$ cat src/verilog/fpu_exc_pkg.sv
/*
 * Constants and carrier types for the floating-point exception and
 * state-restore control unit.
 * Assumes the integer pipeline presents one decoded instruction per cycle.
 */
package fpu_exc_pkg;

	localparam int OPW_W = 16;
	localparam int NREG = 8;
	localparam int EXT_W = 80;

	// instruction word pattern for state restore, bits 15:6
	localparam logic [9:0] RESTORE_PATTERN = 10'h3CD;

	// frame format codes
	localparam logic [7:0] FRAME_NULL = 8'h00;
	localparam logic [7:0] FRAME_IDLE = 8'h60;
	localparam logic [7:0] FRAME_PENDING_EXCEPTION_FRAME = 8'hE0;

	// exception vector numbers
	localparam logic [7:0] VEC_SIGNALLING_NAN_EXC = 8'h36;
	localparam logic [7:0] VEC_OPERAND_ERROR_EXC = 8'h34;
	localparam logic [7:0] VEC_UNFL = 8'h33;
	localparam logic [7:0] VEC_OVFL = 8'h35;

	// opclass codes
	localparam logic [2:0] OPCLASS_0 = 3'h0;
	localparam logic [2:0] OPCLASS_2 = 3'h2;
	localparam logic [2:0] OPCLASS_3 = 3'h3;

	// control register enable bit positions
	localparam int CTL_SIGNALLING_NAN_EXC_BIT = 14;
	localparam int CTL_OPERAND_ERROR_EXC_BIT = 13;
	localparam int CTL_OVFL_BIT = 12;
	localparam int CTL_UNFL_BIT = 11;

	// status register accrued bit positions
	localparam int STS_SIGNALLING_NAN_EXC_BIT = 14;
	localparam int STS_OPERAND_ERROR_EXC_BIT = 13;

	// default quiet nan in extended precision
	localparam logic [79:0] QUIET_NAN = 80'h7FFF_FFFF_FFFF_FFFF_FFFF;

	// effective address mode codes
	localparam logic [2:0] EA_IND = 3'h2;
	localparam logic [2:0] EA_POSTINC = 3'h3;
	localparam logic [2:0] EA_DISP = 3'h5;
	localparam logic [2:0] EA_INDEX = 3'h6;
	localparam logic [2:0] EA_OTHER = 3'h7;
	localparam logic [2:0] EA_OTHER_MAX = 3'h3;

	typedef enum logic [1:0] {
		UNIT_IDLE,
		UNIT_PENDING
	} unit_state_t;

	// one floating-point operation issued by the integer pipeline
	typedef struct packed {
		logic [2:0] opclass;
		logic signalling_nan_exc;
		logic operand_error_exc;
		logic ovfl;
		logic unfl;
		logic [79:0] src_ext;
		logic [79:0] dst_ext;
		logic [79:0] default_result;
		logic [2:0] dst_reg;
		logic [31:0] iaddr;
	} fp_op_t;

	// state frame handed over by a restore
	typedef struct packed {
		logic [7:0] format;
		logic [7:0] vector;
	} restore_frame_t;

	// what a save instruction reads back
	typedef struct packed {
		logic valid;
		logic [7:0] format;
		logic [7:0] vector;
		logic [79:0] operand;
	} save_frame_t;

	// exception request towards the integer pipeline
	typedef struct packed {
		logic take;
		logic pre;
		logic [7:0] vector;
	} exc_req_t;

endpackage : fpu_exc_pkg

$ cat src/verilog/restore_decode.sv
/*
 * Decoder for the state-restore instruction word and its addressing mode.
 * Assumes the word is stable while its valid strobe is high.
 */
`timescale 1ns/1ps
`default_nettype none
module restore_decode (
	input wire logic [fpu_exc_pkg::OPW_W-1:0] i_opword,
	output logic o_is_restore,
	output logic o_mode_legal
);
	import fpu_exc_pkg::*;

	wire [2:0] ea_mode = i_opword[5:3];
	wire [2:0] ea_reg = i_opword[2:0];
	wire mode_ctl = (ea_mode == EA_IND) || (ea_mode == EA_POSTINC) ||
		(ea_mode == EA_DISP) || (ea_mode == EA_INDEX);
	wire mode_abs = (ea_mode == EA_OTHER) && (ea_reg <= EA_OTHER_MAX);

	assign o_is_restore = (i_opword[15:6] == RESTORE_PATTERN);
	assign o_mode_legal = mode_ctl || mode_abs;

endmodule : restore_decode
`default_nettype wire

$ cat src/verilog/fpu_exception_state_restore.sv
/*
 * Floating-point exception control and internal state restore/save.
 * Assumes the integer pipeline issues at most one request per cycle and
 * supplies operand flags and the extended-precision source with it.
 */
// The plain strobed port was chosen for this implementation.
`timescale 1ns/1ps
`default_nettype none
module fpu_exception_state_restore #(
	parameter int NREGS = fpu_exc_pkg::NREG
) (
	input wire logic i_clk,
	input wire logic i_rst,
	input wire logic i_op_valid,
	input wire fpu_exc_pkg::fp_op_t i_op,
	input wire logic i_mul_zero_exp,
	input wire logic i_save_valid,
	input wire logic i_restore_valid,
	input wire logic [fpu_exc_pkg::OPW_W-1:0] i_restore_opword,
	input wire fpu_exc_pkg::restore_frame_t i_restore_frame,
	input wire logic i_ctl_we,
	input wire logic [31:0] i_ctl_wdata,
	input wire logic [2:0] i_reg_rsel,
	output fpu_exc_pkg::exc_req_t o_exc,
	output logic o_illegal,
	output logic o_dst_we,
	output logic [2:0] o_dst_reg,
	output logic [fpu_exc_pkg::EXT_W-1:0] o_dst_data,
	output fpu_exc_pkg::save_frame_t o_save_frame,
	output logic o_pending,
	output logic [31:0] o_fp_control_reg,
	output logic [31:0] o_fp_status_reg,
	output logic [31:0] o_fp_instr_address_reg,
	output logic [fpu_exc_pkg::EXT_W-1:0] o_reg_rdata
);
	import fpu_exc_pkg::*;

	////////////////////////////////////////////////////////////////////////
	// state
	unit_state_t state;
	unit_state_t next_state;
	logic pend_flag;
	logic [7:0] frame_fmt;
	logic [7:0] pend_vec;
	logic [79:0] saved_src;
	logic saved_valid;
	logic [31:0] fp_control_reg;
	logic [31:0] fp_status_reg;
	logic [79:0] data_reg [NREGS];

	////////////////////////////////////////////////////////////////////////
	// decode
	logic is_restore;
	logic mode_legal;

	restore_decode u_dec (
		.i_opword(i_restore_opword),
		.o_is_restore(is_restore),
		.o_mode_legal(mode_legal)
	);

	wire do_restore = i_restore_valid && is_restore && mode_legal;
	wire bad_restore = i_restore_valid && !(is_restore && mode_legal);

	// one compare per frame kind, shared by the three restore strobes
	function automatic logic frame_is(input logic [7:0] fmt,
		input logic [7:0] code);
		return fmt == code;
	endfunction : frame_is

	// an unknown format with a legal mode matches none of these
	wire rest_null = do_restore &&
		frame_is(i_restore_frame.format, FRAME_NULL);
	wire rest_idle = do_restore &&
		frame_is(i_restore_frame.format, FRAME_IDLE);
	wire rest_pending_exception_frame = do_restore &&
		frame_is(i_restore_frame.format, FRAME_PENDING_EXCEPTION_FRAME);

	wire pending = (state == UNIT_PENDING);
	wire take_pend = i_op_valid && pending;

	wire is_pre = (i_op.opclass == OPCLASS_0) || (i_op.opclass == OPCLASS_2);
	wire is_post = (i_op.opclass == OPCLASS_3);
	wire signalling_nan_exc_en = fp_control_reg[CTL_SIGNALLING_NAN_EXC_BIT];
	wire operand_error_exc_en = fp_control_reg[CTL_OPERAND_ERROR_EXC_BIT];
	// masking is full for all destination formats: no forced trap
	wire signalling_nan_exc_trap = i_op.signalling_nan_exc && signalling_nan_exc_en;
	wire operand_error_exc_trap = i_op.operand_error_exc && operand_error_exc_en;
	// product quirk: counted as underflow even though result is normal
	wire unfl_cond = i_op.unfl || i_mul_zero_exp;
	wire unfl_trap = unfl_cond && fp_control_reg[CTL_UNFL_BIT];
	wire ovfl_trap = i_op.ovfl && fp_control_reg[CTL_OVFL_BIT];
	wire nan_op_trap = signalling_nan_exc_trap || operand_error_exc_trap;
	wire op_live = i_op_valid && !pending;
	wire pre_trap = op_live && nan_op_trap && is_pre;
	wire post_trap = op_live && nan_op_trap && is_post;
	wire arith_trap = op_live && !nan_op_trap && (unfl_trap || ovfl_trap);
	// signalling_nan_exc has priority over operand error when both are present and enabled
	wire [7:0] nan_vec = signalling_nan_exc_trap ? VEC_SIGNALLING_NAN_EXC : VEC_OPERAND_ERROR_EXC;
	wire [7:0] arith_vec = ovfl_trap ? VEC_OVFL : VEC_UNFL;
	wire [7:0] next_vec = take_pend ? pend_vec :
		(arith_trap ? arith_vec : nan_vec);
	wire next_take = take_pend || pre_trap || post_trap || arith_trap;
	// destination written by a live (not pending) op unless a pre-instruction trap stops it
	wire next_we = op_live && !pre_trap;
	wire [79:0] next_data = (i_op.signalling_nan_exc || i_op.operand_error_exc) ? i_op.default_result :
		i_op.dst_ext;
	wire next_capture = pre_trap || post_trap;

	////////////////////////////////////////////////////////////////////////
	// unit state
	// an exceptional frame beats a save in the same cycle; pending and
	// the frame format are registered so the outputs come from flops
	always_comb begin
		next_state = state;
		unique case (state)
			UNIT_IDLE: begin
				if (rest_pending_exception_frame) begin
					next_state = UNIT_PENDING;
				end
			end
			UNIT_PENDING: begin
				if (rest_pending_exception_frame) begin
					next_state = UNIT_PENDING;
				end else if (rest_null || rest_idle || i_save_valid) begin
					next_state = UNIT_IDLE;
				end
			end
			// two-bit code leaves two patterns unused
			default: begin
				next_state = UNIT_IDLE;
			end
		endcase
	end

	wire next_pend = (next_state == UNIT_PENDING);
	wire [7:0] next_fmt = next_pend ? FRAME_PENDING_EXCEPTION_FRAME : FRAME_IDLE;

	always_ff @(posedge i_clk or posedge i_rst) begin
		if (i_rst) begin
			state <= UNIT_IDLE;
			pend_flag <= 1'b0;
			frame_fmt <= FRAME_IDLE;
		end else begin
			state <= next_state;
			pend_flag <= next_pend;
			frame_fmt <= next_fmt;
		end
	end

	always_ff @(posedge i_clk or posedge i_rst) begin
		if (i_rst) begin
			pend_vec <= 8'h00;
		end else if (rest_pending_exception_frame) begin
			pend_vec <= i_restore_frame.vector;
		end
	end

	// saved operand for the frame; overflow/underflow leave it invalid
	always_ff @(posedge i_clk or posedge i_rst) begin
		if (i_rst) begin
			saved_src <= 80'h0;
			saved_valid <= 1'b0;
		end else if (next_capture) begin
			saved_src <= i_op.src_ext;
			saved_valid <= 1'b1;
		end else if (arith_trap || rest_null || i_save_valid) begin
			saved_valid <= 1'b0;
		end
	end

	////////////////////////////////////////////////////////////////////////
	// programmer-visible registers
	always_ff @(posedge i_clk or posedge i_rst) begin
		if (i_rst) begin
			fp_control_reg <= 32'h0;
		end else if (rest_null) begin
			fp_control_reg <= 32'h0;
		end else if (i_ctl_we) begin
			fp_control_reg <= i_ctl_wdata;
		end
	end

	always_ff @(posedge i_clk or posedge i_rst) begin
		if (i_rst) begin
			fp_status_reg <= 32'h0;
		end else if (rest_null) begin
			fp_status_reg <= 32'h0;
		end else if (op_live) begin
			fp_status_reg[STS_SIGNALLING_NAN_EXC_BIT] <= fp_status_reg[STS_SIGNALLING_NAN_EXC_BIT] |
				i_op.signalling_nan_exc;
			fp_status_reg[STS_OPERAND_ERROR_EXC_BIT] <= fp_status_reg[STS_OPERAND_ERROR_EXC_BIT] |
				i_op.operand_error_exc;
		end
	end

	always_ff @(posedge i_clk or posedge i_rst) begin
		if (i_rst) begin
			o_fp_instr_address_reg <= 32'h0;
		end else if (rest_null) begin
			o_fp_instr_address_reg <= 32'h0;
		end else if (op_live) begin
			// address of the last op run, for the handlers
			o_fp_instr_address_reg <= i_op.iaddr;
		end
	end

	// data registers: no reset, hence a plain array; null restore floods
	always_ff @(posedge i_clk) begin
		for (int k = 0; k < NREGS; k++) begin
			if (rest_null) begin
				data_reg[k] <= QUIET_NAN;
			end else if (next_we && (i_op.dst_reg == 3'(k))) begin
				data_reg[k] <= next_data;
			end
		end
	end

	////////////////////////////////////////////////////////////////////////
	// registered outputs
	always_ff @(posedge i_clk or posedge i_rst) begin
		if (i_rst) begin
			o_exc <= '0;
			o_illegal <= 1'b0;
			o_dst_we <= 1'b0;
			o_dst_reg <= 3'h0;
			o_dst_data <= 80'h0;
			o_reg_rdata <= 80'h0;
		end else begin
			o_exc.take <= next_take;
			o_exc.pre <= take_pend || pre_trap || arith_trap;
			o_exc.vector <= next_take ? next_vec : 8'h00;
			o_illegal <= bad_restore;
			o_dst_we <= next_we;
			o_dst_reg <= i_op.dst_reg;
			o_dst_data <= next_data;
			o_reg_rdata <= data_reg[i_reg_rsel];
		end
	end

	always_comb begin
		o_pending = pend_flag;
		o_fp_control_reg = fp_control_reg;
		o_fp_status_reg = fp_status_reg;
		o_save_frame.valid = saved_valid;
		o_save_frame.format = frame_fmt;
		o_save_frame.vector = pend_vec;
		o_save_frame.operand = saved_src;
	end
endmodule : fpu_exception_state_restore
`default_nettype wire

$ cat config.mk
export PLATFORM = sky130hd
export DESIGN_NAME = fpu_exception_state_restore
export DESIGN_NICKNAME = d
export VERILOG_FILES = /design/src/verilog/fpu_exc_pkg.sv /design/src/verilog/restore_decode.sv /design/src/verilog/fpu_exception_state_restore.sv
export SDC_FILE = /design/constraint.sdc
export NUM_CORES = 1
export LEC_CHECK = 0
export BUFFER_PORTS_ARGS = -buffer_cell sky130_fd_sc_hd__clkbuf_2
export CAP_MARGIN = 30
export CELL_PAD_IN_SITES_DETAIL_PLACEMENT = 0
export CELL_PAD_IN_SITES_GLOBAL_PLACEMENT = 1
export CORE_AREA = 2 2 325 327
export CTS_BUF_LIST = sky130_fd_sc_hd__clkbuf_4 sky130_fd_sc_hd__clkbuf_8 sky130_fd_sc_hd__clkbuf_16
export DETAILED_ROUTE_END_ITERATION = 12
export DIE_AREA = 0 0 327 329
export PLACE_DENSITY_LB_ADDON = 0.1
export SLEW_MARGIN = 20
export SYNTH_ARGS = -nofsm -noshare
export SYNTH_HDL_FRONTEND = slang
export SYNTH_SLANG_ARGS = --single-unit
$ cat constraint.sdc
create_clock -name i_clk -period 25.6 [get_ports i_clk]
set_input_delay 3.84 -clock i_clk [delete_from_list [all_inputs] [get_ports i_clk]]
set_output_delay 3.84 -clock i_clk [all_outputs]
set_load 0.05 [all_outputs]
---- Word-level counts from Yosys, hierarchy flattened ----
Memory sizes are Yosys's and may differ from the RTL's. A register that Yosys moved wholly into a read port is not among the register bits.
Cells that the tools add are included.
storage, ports and cells
  register bits after elaboration ......... 261
  memory bits (writable) .................. 640
  output and inout port bits .............. 369
  memories kept ........................... 1
cells by class
  $lt $le $gt $ge ......................... 1
  eq/ne operators ......................... 19
  muxes and demuxes ....................... 53
  bitwise gates (word level) .............. 10
  reduce and logical (&&, ||, !) cells .... 57
memories
  memory    words  width  rd ports  clocked after Yosys merged registers in  wr ports  RTL line                           text
  data_reg  8      80     1         1                                        8         fpu_exception_state_restore.sv:49  logic [79:0] data_reg [NREGS];
operator list
  cell                                                                               number
  80-bit two-way mux                                                                 9
  32-bit two-way mux                                                                 4
  1-bit logical AND                                                                  28
  1-bit two-way mux                                                                  28
  8-bit two-way mux                                                                  3
  3-bit equality test (second input constant)                                        7
  3-bit by 2-bit equality test with 1-bit output (second input constant)             6
  1-bit logical OR                                                                   18
  2-bit two-way mux                                                                  6
  10-bit equality test (second input constant)                                       1
  1-bit bitwise OR                                                                   10
  8-bit by 7-bit equality test with 1-bit output (second input constant)             1
  8-bit equality test (second input constant)                                        1
  8-bit zero test                                                                    1
  3-bit zero test                                                                    2
  3-bit two-way mux                                                                  2
  2-bit nonzero test                                                                 3
  2-bit by 1-bit equality test with 1-bit output (second input constant)             2
  1-bit zero test                                                                    4
  2-bit case mux with 2 select lines                                                 1
  3-bit by 1-bit equality test with 1-bit output (second input constant)             1
  3-bit by 2-bit less-or-equal comparator with 1-bit output (second input constant)  1
  2-bit zero test                                                                    1

---- Logic depth before layout (Yosys ltp) ----
  depth after elaboration ................. 14
  mapped depth ............................ 7

---- Modules after synthesis ----
From an unflattened synthesis, not the netlist that was laid out.
unflattened totals
  cell total of the unflattened synthesis .. 2,642
  area total of the unflattened synthesis .. 39,555.4 um2
by module, submodules not included
  module                       times used  cells each  area an instance (um2)  seq. area each (um2)
  fpu_exception_state_restore  1           2,635       39,507.9                27,551.4
  restore_decode               1           7           47.5                    0.0

---- Least setup slack after synthesis ----
OpenSTA, ideal clock, no wires.
  kind .................................... input -> register
  start point ............................. in i_op_valid
  end point ............................... mem data_reg[0][0], enable pin
  data arrival time ....................... 10.406 ns
  path slack .............................. 14.565 ns
  cell stages on the path ................. 5
  buffers on the path ..................... 2
  cells stage by stage .................... clkbuf_1 nand2_1 or3_1 clkbuf_1 o21ai_0
RTL lines
  item             RTL line                           text
  start, declared  fpu_exception_state_restore.sv:14  input wire logic i_op_valid,
  end, declared    fpu_exception_state_restore.sv:49

==> out/metrics.cfg <==
[cts]
clock_path_buffers = 3
cts_tree = built
clk_latency_ns = 0.68
numCtsBuffers = 108
cts_resized = 0
hold_buffers = 0
cts-htree-levels = 3
cts_sinks = 973
clk_pin_slew_ns = 0.06
cts-root-buf = clkbuf_16
cts_setup_buffers = 0

[hold_path]
min_path_type = reg -> reg

[sta]
finClkSkew_ns = 0.0196
maxSlewHeadroom_pct = 34.7
slew_violations = 0
fin_crit_ns = 6.58
hold_violations = 0
fmax_mhz = 152
post-route-period-util_pct = 25.7
rsz0062_at_grt = no
tightest_slew_ns = 0.979
tns_ns = 0
finalSetupViolations = 0

[placement]
gp_congestion = 0.828
place_hpwl_um = 73400
numPortBuffers = 685

[worst_setup_path]
required_ns = 25.89
cp-end-kind = flop
cp-start-kind = input port
crit_slowest_cell = nand3_4
critical_path_class = in -> reg
crit_arrival_ns = 6.87
slowest_delay_ns = 0.79
path_delay_family = simple AND/OR/NAND/NOR gates
worstPathMaxFanout = 72
cp.buffers_inverters = 3
path_cells = clkbuf_2 -> nand4_1 -> nor4_1 -> nand3_4 -> buf_12 -> o21ai_4 -> buf_4

[die]
placement_rows = 119
fp.dieH_um = 329
start_util_pct = 39.5
die_x_um = 327
io_pins = 725
core_area_um2 = 104000
dieArea_um2 = 108000

[finish]
drive_gt1_share_pct = 38.0
area_growth_pct = 20.2
largest_reg_flops = 640
final_nets = 3832
n_fill_cell = 9332

[synth]
synth_cell_types = 45
synth_edf_count = 640
synthArstFlopShare_pct = 34.2
synth-warning-count = 0
synthesis.area_um2 = 41300
synthFlopType = edfxtp_1
synth_seq_cells = 973
seq_area_frac_synth_pct = 66.8
syn_inst = 2881
avgSynthCellArea_um2 = 14.3

[global_route]
grt_max_degree = 264
grt_usage_pct = 22.9
overflow = 0
grt_pass1_wl_um = 182000
antenna_found_initial = 15
grt_pass1_vias = 27900

[routing]
drt_wl_total_um = 124000
via_count = 26800
postRouteAntennaNets = 0
drc_errors = 0
dr.pass1.iters = 6
drt_iter0_drc = 2497
viasPerCell = 5.39
wl_per_cell_um = 25.0

[status]
status = completed

[pwr]
ir_drop_mv = 0.0610
power_density_nw_per_um2 = 80.7
power.total_mw = 4.00
leakage_nw = 19.8

[job]
maxCapViolCount = 0

==> cell usage after synthesis (all sizes together), types with 2 or more instances <==
cell type | n | share of area [%]
nor3 | 13 | 0.21
o21a | 4 | 0.073
mux2 | 248 | 6.8
edfxtp | 640 | 47
conb | 2 | 0.018
or2 | 2 | 0.030
nor2 | 352 | 3.2
mux2i | 32 | 0.78
and2 | 3 | 0.045
dfrtp | 333 | 20
nand3b | 2 | 0.036
mux4 | 160 | 8.7
o32ai | 2 | 0.042
o21ai | 9 | 0.11
nor4 | 2 | 0.030
nor2b | 2 | 0.030
nand4 | 4 | 0.061
nand2 | 73 | 0.66
clkbuf | 85 | 0.77
nand2b | 7 | 0.11
inv | 4 | 0.036
or3 | 2 | 0.030
nand3 | 637 | 7.7
and3 | 4 | 0.061
a21oi | 34 | 0.41
buf | 212 | 3.0
==> layout by cell type, fill, tap and decap left out, drive strengths merged, types with 9 or more instances in the layout <==
cell,Yosys,layout
clkbuf,85,829
nor2,352,352
dfrtp,333,333
nand2,73,73
clkinv,0,40
buf,212,64
mux2,248,248
mux2i,32,32
mux4,160,160
edfxtp,640,640
conb,2,38
o21ai,9,9
nor3,13,13
a21oi,34,34
nand3,637,637
==> layer usage <==
| layer | GRT usage (%) | wire [um] | vias to the layer above |
|---|---|---|---|
| met2 | 38.2 | 61400 | 996 |
| met3 | 4.76 | 8950 | 188 |
| li1 | - | - | 11900 |
| met4 | 7.29 | 3100 | 8 |
| met5 | 0 | 46 | - |
| met1 | 30.0 | 50800 | 13700 |
==> where the power goes <==
part           leakage [nW]  switching, mW  total (mW)  internal (mW)
clock network          1.81          0.639        1.57          0.932
logic                  7.11          0.457       0.617          0.160
registers              10.9         0.0506        1.82           1.76
==> stage by stage <==
stage	hold WS [ns]	utilization, %	area (um^2)	std cells	worst slack, ns
floorplan	0.500	-	41400	2917	12.54
global placement	0.475	43.7	45600	4742	17.92
detailed placement	0.488	43.7	45600	4745	17.96
CTS	0.502	47.2	49300	4947	18.66
global route	0.522	47.5	49600	4966	18.84
finish	0.498	47.5	49600	4967	19.02
==> worst paths after layout <==
kind / endpoint / slack [ns] / depth (start not counted) / from
max in group asynchronous: o_dst_data[27] / 20.38 / 5 / i_rst
worst min register to register: saved_src[5] / 0.50 / 1 / saved_src[5]
min in group asynchronous: saved_src[26] / 3.26 / 2 / i_rst
worst max-delay path: data_reg[1][49] / 19.02 / 7 / i_restore_opword[14]
worst min-delay path: saved_src[5] / 0.50 / 1 / saved_src[5]
worst max register to register: data_reg[3][1] / 22.07 / 7 / o_fp_control_reg[14]
==> kinds of logic after synthesis <==
group,Yosys count,share of synthesized area [%]
AOI/OAI and AO/OA,58,0.840
other,2,0.0182
and+or+nand+nor,1107,12.3
muxes,440,16.3
DFF,973,66.8
buffers and inverters,301,3.77
==> worst register-to-register path, cell delays in order, from the launching register on <==
cell     delay, ns
dfrtp_1       0.41
a22oi_2       0.35
nor3_2        0.15
nor3_2        0.21
buf_12        0.36
buf_16        0.47
buf_4         1.06
nand3_1       0.24
==> area by class of cell <==
cell class	count	area, um^2	share of cell area [%]
Timing Repair Buffer	746	4210	8.49
Antenna cell	8	20.0	0.0404
Tap cell	1391	1740	3.51
Clock inverter	55	464	0.936
Multi-Input combinational cell	1643	12400	25.1
Sequential cell	973	27600	55.5
Clock buffer	147	3160	6.37
Inverter	4	22.5	0.0454
No activity file was read; power rests on OpenSTA's default activity.
